**config.mk**
```make
export PLATFORM = sky130hd
export DESIGN_NAME = sixsw_diag
export DESIGN_NICKNAME = d
export VERILOG_FILES = /design/src/hdl/sixsw_filt.v /design/src/hdl/sixsw_diag.v
export VERILOG_INCLUDE_DIRS = /design/src /design/src/hdl
export SDC_FILE = /design/constraint.sdc
export NUM_CORES = 1
export LEC_CHECK = 0
export ABC_AREA = 1
export BUFFER_PORTS_ARGS = -buffer_cell sky130_fd_sc_hd__buf_2
export CORE_ASPECT_RATIO = 1.1
export CORE_MARGIN = 2
export CORE_UTILIZATION = 53
export CTS_BUF_LIST = sky130_fd_sc_hd__clkbuf_16
export DETAILED_ROUTE_END_ITERATION = 8
export GPL_TIMING_DRIVEN = 0
export PLACE_DENSITY_LB_ADDON = 0.2
export SLEW_MARGIN = 30
export SYNTH_ARGS = -nofsm -noshare
export SYNTH_HDL_FRONTEND = slang
export SYNTH_SLANG_ARGS = --single-unit
```
**constraint.sdc**
```tcl
create_clock -name i_sys_clk -period 1.6 [get_ports i_sys_clk]
set_clock_uncertainty 0.2 [all_clocks]
set_input_delay 0.32 -clock i_sys_clk [delete_from_list [all_inputs] [get_ports i_sys_clk]]
set_output_delay 0.32 -clock i_sys_clk [all_outputs]
set_load 0.1 [all_outputs]
```
**src/hdl/sixsw_regs.vh**
```
// constants for the six channel low side switch diagnostic block
// What this block does
// - overload seen only while channel switched on
// - short to ground seen only while off
// - open load seen only while off
// - per stage over temperature only while on
// - store faults after nominal filter delay
// - newest filtered fault overwrites stored code
// - two bit code per channel in diagnostics
// - common over temperature bit latches OR of sensors of on stages
// - common fault bit for any output fault
// - fault held until diagnostic read, chip select rise or reset
// - overload limits current and sets code
// - overheated stage cycles off and restarts
// - strap selects parallel input polarity
// - floating parallel inputs leave channels off
// - floating strap reads low, active low inputs
// - under voltage forces all switches off
// - under voltage clears codes and serial control
// - external reset clears shift register, outputs off
// - serial on bit ANDed with parallel input
// - parallel enable bit selects parallel control
// - chip select rise loads buffers, clears diagnostics
`ifndef SIXSW_REGS_VH
`define SIXSW_REGS_VH

// ********************************************************
// register byte offsets
// ********************************************************
`define SIXSW_OFS_SER_STAGE 8'h00
`define SIXSW_OFS_SER_ACTIVE 8'h04
`define SIXSW_OFS_PAR_EN 8'h08
`define SIXSW_OFS_DIAG 8'h0c
`define SIXSW_OFS_STATUS 8'h10

// ********************************************************
// field positions and reset values
// ********************************************************
`define SIXSW_DIAG_OT_BIT 12
`define SIXSW_DIAG_FAULT_BIT 13
`define SIXSW_ST_THERM_LSB 6
`define SIXSW_ST_STRAP_BIT 12
`define SIXSW_ST_HOLD_BIT 13
`define SIXSW_RST_SER 6'h00
`define SIXSW_RST_PAR_EN 6'h00
`define SIXSW_RST_CODES 12'hfff

// ********************************************************
// fault codes
// ********************************************************
`define SIXSW_CODE_OVERLOAD 2'h0
`define SIXSW_CODE_SHORT_GND 2'h1
`define SIXSW_CODE_OPEN_LOAD 2'h2
`define SIXSW_CODE_OK 2'h3

// ********************************************************
// timing
// ********************************************************
`define SIXSW_CLK_MHZ 20
`define SIXSW_FILT_US 120
`define SIXSW_FILT_CYC (`SIXSW_FILT_US * `SIXSW_CLK_MHZ)
// last count of the filter wait: 2400 cycles of the clock, minus one
`define SIXSW_FILT_LAST 12'h95f

// ********************************************************
// bus answers
// ********************************************************
`define SIXSW_RESP_OKAY 2'h0
`define SIXSW_RESP_SLVERR 2'h2

`endif

```
**src/hdl/sixsw_filt.v**
```verilog
// fault filter for one channel: a code must stand unchanged for the filter time
`timescale 1ns/1ps
`include "sixsw_regs.vh"

module sixsw_filt (
	// clock and reset
	input wire i_sys_clk,
	input wire i_reset_n,
	// raw code of the channel, ok code when nothing is seen
	input wire [1:0] i_code,
	// one cycle pulse with the qualified code
	output reg o_store,
	output reg [1:0] o_code
);

	localparam [11:0] FILT_LAST = `SIXSW_FILT_LAST;

	reg [1:0] cand_reg;
	reg [11:0] cnt_reg;

	// ********************************************************
	// qualification counter
	// ********************************************************
	// any change of the raw code restarts the wait, so a fault that
	// replaces another one is stored only after its own full delay
	always @(posedge i_sys_clk or negedge i_reset_n) begin
		if (!i_reset_n) begin
			cand_reg <= `SIXSW_CODE_OK;
			cnt_reg <= 12'h000;
			o_store <= 1'b0;
			o_code <= `SIXSW_CODE_OK;
		end else begin
			o_store <= 1'b0;
			if (i_code != cand_reg) begin
				cand_reg <= i_code;
				cnt_reg <= 12'h000;
			end else if (cand_reg == `SIXSW_CODE_OK) begin
				cnt_reg <= 12'h000;
			end else if (cnt_reg == FILT_LAST) begin
				o_store <= 1'b1;
				o_code <= cand_reg;
				cnt_reg <= cnt_reg + 12'h001; // one pulse per episode
			end else if (cnt_reg < FILT_LAST) begin
				cnt_reg <= cnt_reg + 12'h001;
			end
		end
	end

endmodule

```
**src/hdl/sixsw_diag.v**
```verilog
// six channel low side switch control, protection and diagnostics
//
// Decided for this implementation: the AXI4-Lite register port and the register offsets.
`timescale 1ns/1ps
`include "sixsw_regs.vh"

module sixsw_diag (
	// clock and reset
	input wire i_sys_clk,
	input wire i_reset_n,
	// axi4-lite write address
	input wire i_axi_awvalid,
	output wire o_axi_awready,
	input wire [7:0] i_axi_awaddr,
	// axi4-lite write data
	input wire i_axi_wvalid,
	output wire o_axi_wready,
	input wire [31:0] i_axi_wdata,
	input wire [3:0] i_axi_wstrb,
	// axi4-lite write response
	output reg o_axi_bvalid,
	input wire i_axi_bready,
	output reg [1:0] o_axi_bresp,
	// axi4-lite read address
	input wire i_axi_arvalid,
	output wire o_axi_arready,
	input wire [7:0] i_axi_araddr,
	// axi4-lite read data
	output reg o_axi_rvalid,
	input wire i_axi_rready,
	output reg [31:0] o_axi_rdata,
	output reg [1:0] o_axi_rresp,
	// device pins, asynchronous to the clock
	input wire [5:0] i_parallel_input_pin,
	input wire i_input_polarity_strap,
	input wire i_ext_reset_n,
	input wire i_undervoltage,
	input wire i_chip_select_n,
	// analogue comparators and sensors, one bit per channel
	input wire [5:0] i_short_to_battery,
	input wire [5:0] i_short_to_ground,
	input wire [5:0] i_open_load,
	input wire [5:0] i_over_temperature,
	// power stage control
	output reg [5:0] o_power_output_pin,
	output reg [5:0] o_current_limit,
	output reg o_input_pull_up,
	output reg o_fault_n
);

	localparam SYNC_W = 34;

	// ********************************************************
	// address decode
	// ********************************************************
	// shared by the read and the write path so both agree on the map
	function sixsw_mapped;
		input [7:0] a;
		begin
			sixsw_mapped = (a == `SIXSW_OFS_SER_STAGE) ||
				(a == `SIXSW_OFS_SER_ACTIVE) ||
				(a == `SIXSW_OFS_PAR_EN) ||
				(a == `SIXSW_OFS_DIAG) ||
				(a == `SIXSW_OFS_STATUS);
		end
	endfunction

	// ********************************************************
	// input synchronisers
	// ********************************************************
	reg [SYNC_W-1:0] sync1_reg;
	reg [SYNC_W-1:0] sync2_reg;
	wire [SYNC_W-1:0] pins_raw;

	assign pins_raw = {i_parallel_input_pin, i_short_to_battery, i_short_to_ground,
		i_open_load, i_over_temperature, i_input_polarity_strap,
		i_ext_reset_n, i_undervoltage, i_chip_select_n};

	// reset values are the idle levels: reset pin high, select high
	always @(posedge i_sys_clk or negedge i_reset_n) begin
		if (!i_reset_n) begin
			sync1_reg <= 34'h000000005;
			sync2_reg <= 34'h000000005;
		end else begin
			sync1_reg <= pins_raw;
			sync2_reg <= sync1_reg;
		end
	end

	wire [5:0] par_pin_s = sync2_reg[33:28];
	wire [5:0] sbat_s = sync2_reg[27:22];
	wire [5:0] sgnd_s = sync2_reg[21:16];
	wire [5:0] oload_s = sync2_reg[15:10];
	wire [5:0] otemp_s = sync2_reg[9:4];
	wire strap_s = sync2_reg[3];
	wire ext_rst_n_s = sync2_reg[2];
	wire uv_s = sync2_reg[1];
	wire cs_n_s = sync2_reg[0];

	// external reset and under voltage act alike on the logic
	wire hold_rst = !ext_rst_n_s || uv_s;

	// ********************************************************
	// chip select edge
	// ********************************************************
	reg cs_n_d_reg;
	always @(posedge i_sys_clk or negedge i_reset_n) begin
		if (!i_reset_n) begin
			cs_n_d_reg <= 1'b1;
		end else begin
			cs_n_d_reg <= cs_n_s;
		end
	end
	wire cs_rise = cs_n_s && !cs_n_d_reg;

	// ********************************************************
	// axi4-lite slave
	// ********************************************************
	reg aw_held_reg;
	reg w_held_reg;
	reg [7:0] awaddr_reg;
	reg [31:0] wdata_reg;
	reg [3:0] wstrb_reg;
	reg [5:0] ser_stage_reg;
	reg [5:0] ser_active_reg;
	reg [5:0] par_en_reg;
	reg [11:0] code_reg;
	reg ot_reg;
	reg fault_reg;
	reg [5:0] therm_off_reg;
	reg [31:0] rdata_next;
	reg diagnostic_read_command;

	assign o_axi_awready = !aw_held_reg;
	assign o_axi_wready = !w_held_reg;
	assign o_axi_arready = !o_axi_rvalid;

	wire aw_take = i_axi_awvalid && !aw_held_reg;
	wire w_take = i_axi_wvalid && !w_held_reg;
	wire wr_do = aw_held_reg && w_held_reg && !o_axi_bvalid;
	wire ar_take = i_axi_arvalid && !o_axi_rvalid;
	wire wr_low = wr_do && wstrb_reg[0];

	// address and data may come in either order; each is held until both are
	always @(posedge i_sys_clk or negedge i_reset_n) begin
		if (!i_reset_n) begin
			aw_held_reg <= 1'b0;
			w_held_reg <= 1'b0;
			awaddr_reg <= 8'h00;
			wdata_reg <= 32'h00000000;
			wstrb_reg <= 4'h0;
			o_axi_bvalid <= 1'b0;
			o_axi_bresp <= `SIXSW_RESP_OKAY;
		end else begin
			if (aw_take) begin
				aw_held_reg <= 1'b1;
				awaddr_reg <= i_axi_awaddr;
			end
			if (w_take) begin
				w_held_reg <= 1'b1;
				wdata_reg <= i_axi_wdata;
				wstrb_reg <= i_axi_wstrb;
			end
			if (wr_do) begin
				o_axi_bvalid <= 1'b1;
				o_axi_bresp <= sixsw_mapped(awaddr_reg) ? `SIXSW_RESP_OKAY :
					`SIXSW_RESP_SLVERR;
			end else if (o_axi_bvalid && i_axi_bready) begin
				o_axi_bvalid <= 1'b0;
				aw_held_reg <= 1'b0;
				w_held_reg <= 1'b0;
			end
		end
	end

	// read mux; unmapped addresses answer zero with an error
	always @* begin
		rdata_next = 32'h00000000;
		diagnostic_read_command = 1'b0;
		if (i_axi_araddr == `SIXSW_OFS_SER_STAGE) begin
			rdata_next[5:0] = ser_stage_reg;
		end else if (i_axi_araddr == `SIXSW_OFS_SER_ACTIVE) begin
			rdata_next[5:0] = ser_active_reg;
		end else if (i_axi_araddr == `SIXSW_OFS_PAR_EN) begin
			rdata_next[5:0] = par_en_reg;
		end else if (i_axi_araddr == `SIXSW_OFS_DIAG) begin
			rdata_next[11:0] = code_reg;
			rdata_next[`SIXSW_DIAG_OT_BIT] = ot_reg;
			rdata_next[`SIXSW_DIAG_FAULT_BIT] = fault_reg;
			diagnostic_read_command = ar_take;
		end else if (i_axi_araddr == `SIXSW_OFS_STATUS) begin
			rdata_next[5:0] = o_power_output_pin;
			rdata_next[11:6] = therm_off_reg;
			rdata_next[`SIXSW_ST_STRAP_BIT] = strap_s;
			rdata_next[`SIXSW_ST_HOLD_BIT] = hold_rst;
		end
	end

	always @(posedge i_sys_clk or negedge i_reset_n) begin
		if (!i_reset_n) begin
			o_axi_rvalid <= 1'b0;
			o_axi_rdata <= 32'h00000000;
			o_axi_rresp <= `SIXSW_RESP_OKAY;
		end else if (ar_take) begin
			o_axi_rvalid <= 1'b1;
			o_axi_rdata <= rdata_next;
			o_axi_rresp <= sixsw_mapped(i_axi_araddr) ? `SIXSW_RESP_OKAY :
				`SIXSW_RESP_SLVERR;
		end else if (o_axi_rvalid && i_axi_rready) begin
			o_axi_rvalid <= 1'b0;
		end
	end

	// ********************************************************
	// control registers
	// ********************************************************
	// the staged serial bits stand for the shift register: they are
	// moved to the active buffer only on the chip select rise
	always @(posedge i_sys_clk or negedge i_reset_n) begin
		if (!i_reset_n) begin
			ser_stage_reg <= `SIXSW_RST_SER;
			ser_active_reg <= `SIXSW_RST_SER;
			par_en_reg <= `SIXSW_RST_PAR_EN;
		end else if (hold_rst) begin
			ser_stage_reg <= `SIXSW_RST_SER;
			ser_active_reg <= `SIXSW_RST_SER;
			par_en_reg <= `SIXSW_RST_PAR_EN;
		end else begin
			if (wr_low && awaddr_reg == `SIXSW_OFS_SER_STAGE) begin
				ser_stage_reg <= wdata_reg[5:0];
			end
			if (wr_low && awaddr_reg == `SIXSW_OFS_PAR_EN) begin
				par_en_reg <= wdata_reg[5:0];
			end
			if (cs_rise) begin
				ser_active_reg <= ser_stage_reg;
			end
		end
	end

	// ********************************************************
	// channel drive
	// ********************************************************
	// the pull choice makes a floating pin read as inactive for
	// either polarity; the strap itself relies on its own pull down
	wire [5:0] par_act = strap_s ? par_pin_s : ~par_pin_s;
	reg [5:0] drive_next;

	always @* begin
		drive_next = 6'h00;
		if (!hold_rst) begin
			drive_next = (par_en_reg & par_act) |
				(~par_en_reg & ser_active_reg & par_act);
		end
		drive_next = drive_next & ~therm_off_reg;
	end

	// thermal shutdown follows the stage sensor with its own hysteresis,
	// so an overloaded output pulses at a low duty cycle
	always @(posedge i_sys_clk or negedge i_reset_n) begin
		if (!i_reset_n) begin
			therm_off_reg <= 6'h00;
		end else begin
			therm_off_reg <= (therm_off_reg | (o_power_output_pin & otemp_s)) &
				otemp_s;
		end
	end

	always @(posedge i_sys_clk or negedge i_reset_n) begin
		if (!i_reset_n) begin
			o_power_output_pin <= 6'h00;
			o_current_limit <= 6'h00;
			o_input_pull_up <= 1'b1;
		end else begin
			o_power_output_pin <= drive_next;
			o_current_limit <= drive_next & sbat_s;
			o_input_pull_up <= !strap_s;
		end
	end

	// ********************************************************
	// fault detection and filtering
	// ********************************************************
	// the on state is the driven state; a comparator only counts in
	// the switch state where its result means anything
	wire [5:0] sw_on = o_power_output_pin;
	wire [5:0] store;
	wire [11:0] filt_code;
	reg [11:0] raw_code;
	integer i;

	always @* begin
		raw_code = `SIXSW_RST_CODES;
		for (i = 0; i < 6; i = i + 1) begin
			if (sw_on[i] && sbat_s[i]) begin
				raw_code[2*i +: 2] = `SIXSW_CODE_OVERLOAD;
			end else if (!sw_on[i] && sgnd_s[i]) begin
				raw_code[2*i +: 2] = `SIXSW_CODE_SHORT_GND;
			end else if (!sw_on[i] && oload_s[i]) begin
				raw_code[2*i +: 2] = `SIXSW_CODE_OPEN_LOAD;
			end
		end
	end

	genvar g;
	generate
		for (g = 0; g < 6; g = g + 1) begin : g_filt
			sixsw_filt u_filt (
				.i_sys_clk(i_sys_clk),
				.i_reset_n(i_reset_n),
				.i_code(raw_code[2*g +: 2]),
				.o_store(store[g]),
				.o_code(filt_code[2*g +: 2])
			);
		end
	endgenerate

	// ********************************************************
	// diagnostic store
	// ********************************************************
	// a fault qualified in the same cycle as a clear survives it
	wire diag_clr = diagnostic_read_command || cs_rise || hold_rst;
	wire [5:0] ot_on = sw_on & otemp_s;
	reg [11:0] code_next;
	integer j;

	always @* begin
		code_next = code_reg;
		if (diag_clr) begin
			code_next = `SIXSW_RST_CODES;
		end
		for (j = 0; j < 6; j = j + 1) begin
			if (store[j]) begin
				code_next[2*j +: 2] = filt_code[2*j +: 2];
			end
		end
	end

	always @(posedge i_sys_clk or negedge i_reset_n) begin
		if (!i_reset_n) begin
			code_reg <= `SIXSW_RST_CODES;
			ot_reg <= 1'b0;
			fault_reg <= 1'b0;
			o_fault_n <= 1'b1;
		end else begin
			code_reg <= code_next;
			ot_reg <= (|ot_on) || (ot_reg && !diag_clr);
			fault_reg <= (|store) || (|ot_on) || (fault_reg && !diag_clr);
			o_fault_n <= !((|store) || (|ot_on) || (fault_reg && !diag_clr));
		end
	end

endmodule

```
==> insert_results.sql <==
INSERT INTO impl_metrics (metric_group, metric, value, unit) VALUES
('placed_design', 'dp_hpwl', '18620', 'um'),
('sta', 'rsz0062_at_grt', 'yes', ''),
('sta', 'slew_headroom', '0.6057', ''),
('sta', 'setup_total_negative_slack', '-16.22', 'ns'),
('floorplanning', 'die_x', '147.9', 'um'),
('layout', 'insertedDiodeCount', '0', ''),
('routing', 'initialDrtViolationCount', '637', ''),
('sta', 'final_critical_path_setup_slack', '-0.2632', 'ns'),
('logic_synthesis', 'syn_avg_cell_area', '8.419', 'um2'),
('setup_path', 'critPathMaxFanout', '6', ''),
('routing', 'remaining_drc_errors', '0', ''),
('setup_path', 'worst_setup_path_start_kind', 'flip-flop', ''),
('routing', 'via_per_inst', '5.247', ''),
('placed_design', 'gp_congestion', '0.8896', ''),
('placed_design', 'post-place-cells', '1847', ''),
('floorplanning', 'coreArea', '22250', 'um2'),
('layout', 'largest_register_ffs', '72', ''),
('layout', 'layout.nets', '1815', ''),
('pwr', 'max-vdd-ir-drop', '904.2', 'uV'),
('clock_network', 'clkLatencyLatePin', '0.54', 'ns'),
('placed_design', 'io_buffer_count', '97', ''),
('clock_network', 'cts_hold_buf', '54', ''),
('routing', 'totalWireLength', '32300', 'um'),
('run_status', 'failed_checks', 'negative hold slack, negative setup slack', ''),
('routing', 'dr_total_vias', '10670', ''),
('floorplanning', 'die_height', '162.2', 'um'),
('grt', 'groute.usage.overall', '0.2502', ''),
('sta', 'setup_viol_count_final', '145', ''),
('floorplanning', 'fp.dieArea', '23990', 'um2'),
('grt', 'overflow', '0', ''),
('pwr', 'p_sw_frac', '0.2947', ''),
('layout', 'stdcell_count', '2033', ''),
('run_status', 'status', 'finished with violations', ''),
('grt', 'grt_first_pass_wirelength', '49270', 'um'),
('setup_path', 'type_of_destination_of_the_critical_path', 'flip-flop', ''),
('floorplanning', 'cell_rows', '57', ''),
('clock_network', 'clkSlewWorstSetupHoldPaths', '0.06', 'ns'),
('logic_synthesis', 'synthFlopType', 'dfrtp_1', ''),
('pwr', 'power.static_leakage', '7.979', 'nW'),
('setup_path', 'timing.reg2reg.setup_slack', '-0.26', 'ns'),
('logic_synthesis', 'syn-instance-count', '1433', ''),
('sta', 'maxSlewViolCount', '0', ''),
('sta', 'maxClockFrequency', '536.7', 'MHz'),
('sta', 'timing.final.hold_violations', '142', ''),
('setup_path', 'path_class', 'reg -> reg', ''),
('sta', 'post_route_clock_period_utilization', '1.164', ''),
('routing', 'drt_first_pass_iters', '5', ''),
('clock_network', 'tritoncts_clock_tree', 'done', ''),
('clock_network', 'htree_num_levels', '1', ''),
('pwr', 'pwr-share-clk', '0.388', ''),
('pwr', 'power.internal', '12.59', 'mW'),
('logic_synthesis', 'synth-warning-count', '0', ''),
('clock_network', 'count_of_clock_tree_sinks', '258', ''),
('pwr', 'share_comb_of_total_power', '0.198', ''),
('pwr', 'pwr_density_cell', '1035', 'nW/um2'),
('pwr', 'power_switching', '5.260', 'mW'),
('logic_synthesis', 'edff_count_synth', '0', ''),
('floorplanning', 'start_util', '0.5422', ''),
('logic_synthesis', 'ys_top_cells_by_area', 'dfrtp_1 45%, nand2_1 12%, dfstp_2 9.4%', ''),
('setup_path', 'cp.arrival', '2.13', 'ns'),
('logic_synthesis', 'ys_seq_elements', '258', ''),
('logic_synthesis', 'yosys.cell_types.count', '49', ''),
('layout', 'post_route_cells_drive_above_1_share', '0.3774', ''),
('logic_synthesis', 'post_synth_instance_area', '12060', 'um2'),
('grt', 'grt_antenna_before_repair', '0', ''),
('job', 'maxCapViolations', '0', ''),
('sta', 'hold_slack', '-0.5277', 'ns'),
('logic_synthesis', 'async_reset_ff_frac', '1.000', ''),
('sta', 'timing.final.crit_period', '1.863', 'ns'),
('worst_hold_path', 'hold_path_class', 'in -> async', ''),
('logic_synthesis', 'synth_most_common_cell', 'nand2_1', '');
-- power by group through the flow --
stage	Sequential (mW)	Clock [mW]	Combinational, mW
2_1_floorplan	7.70	0	1.51
3_3_place_gp	7.40	0	2.33
3_5_place_dp	7.42	0	2.41
4_1_cts	7.33	7.01	3.15
5_1_grt	7.42	7.33	3.76
6_report	7.38	6.93	3.54
-- worst paths after layout --
check,from,end,cells past startpoint
setup / recovery,sync2_reg[2]$_DFF_PN1_,ser_stage_reg[5]$_DFFE_PN0P_,8
hold / removal,i_reset_n,g_filt[1].u_filt.cnt_reg[3]$_DFFE_PN0P_,1
setup reg to reg,sync2_reg[2]$_DFF_PN1_,ser_stage_reg[5]$_DFFE_PN0P_,8
hold reg to reg,sync1_reg[9]$_DFF_PN0_,sync2_reg[9]$_DFF_PN0_,0
max in group asynchronous,i_reset_n,o_power_output_pin[2]$_DFF_PN0_,3
min in group i_sys_clk,i_axi_araddr[2],o_axi_rdata[1]$_DFFE_PN0N_,6
-- layer usage --
| metal | routed length, um | track usage | vias up |
|---|---|---|---|
| met1 | 13050 | 0.3097 | 5182 |
| met4 | 1040 | 0.09307 | 0 |
| met2 | 16750 | 0.4459 | 301 |
| li1 | - | - | 5095 |
| met3 | 1450 | 0.03680 | 89 |
| met5 | 0 | 0 | - |
-- metrics by stage --
stage	util	setup slack (ns)	area [um2]	hold WS, ns
2_1_floorplan	-	-0.2257	12440	-0.1756
3_3_place_gp	0.5976	-5.397	13300	0.1318
3_5_place_dp	0.6017	-0.4174	13390	0.05301
4_1_cts	0.7284	-0.2359	16210	-0.5158
5_1_grt	0.7750	-0.2942	17250	-0.5015
6_report	0.7750	-0.2632	17250	-0.5277
-- placed cells by master (no fill, tap or decap), drive strengths merged, types with 6 or more instances in the layout --
| cell | count |
|---|---|
| o21ai | 53 |
| clkbuf | 32 |
| nand3 | 154 |
| conb | 20 |
| clkinv | 14 |
| and2 | 7 |
| o21a | 7 |
| or2 | 14 |
| xor2 | 9 |
| dfstp | 43 |
| ha | 6 |
| a21oi | 37 |
| bufinv | 6 |
| xnor2 | 6 |
| dfrtp | 215 |
| nor2 | 174 |
| inv | 172 |
| dlygate4sd3 | 54 |
| nand4 | 32 |
| nand2 | 414 |
| nor3 | 20 |
| buf | 216 |
-- layout make-up --
type | count | area [um2]
multi-input cells | 981 | 5939
clock buffers | 29 | 725.7
repair buffers | 230 | 2282
repair inverters | 1 | 16.27
fillers | 1420 | 5006
inverters | 173 | 706.9
well taps | 295 | 369.1
plain buffers | 43 | 379.1
flip-flops and latches | 258 | 6555
clock inverters | 23 | 271.5
-- critical path: stages (launching register included) --
cell and delay [ns]:
dfstp_2 0.52, inv_2 0.04, nor2_4 0.17, inv_4 0.10, buf_8 0.15, buf_12 0.13, a31oi_4 0.26, nand2_1 0.11
o21ai_1 0.09
-- timing repair --
action | CTS | global route
pin swaps | 53 | 97
setup endpoints to repair | 144 | 172
resized for setup | 253 | 217
endpoints found under the hold margin | 199 | 142
cloned | 4 | 1
buffers inserted | 42 | 34
-- cell families (layout without fill, tap and decap cells) --
logic type      after synthesis  count (layout)  share of synthesized area
compound gates              111             111                    0.05206
xor+xnor                     15              15                    0.01089
fa+ha+maj                     6               6                   0.006223
buf+inv                     216             499                    0.07924
flops                       258             258                     0.5396
mux                           5               5                   0.004667
other cells                   1              20                  0.0003108
simple gates                821             824                     0.3070
(Power assumes the default switching activity.)
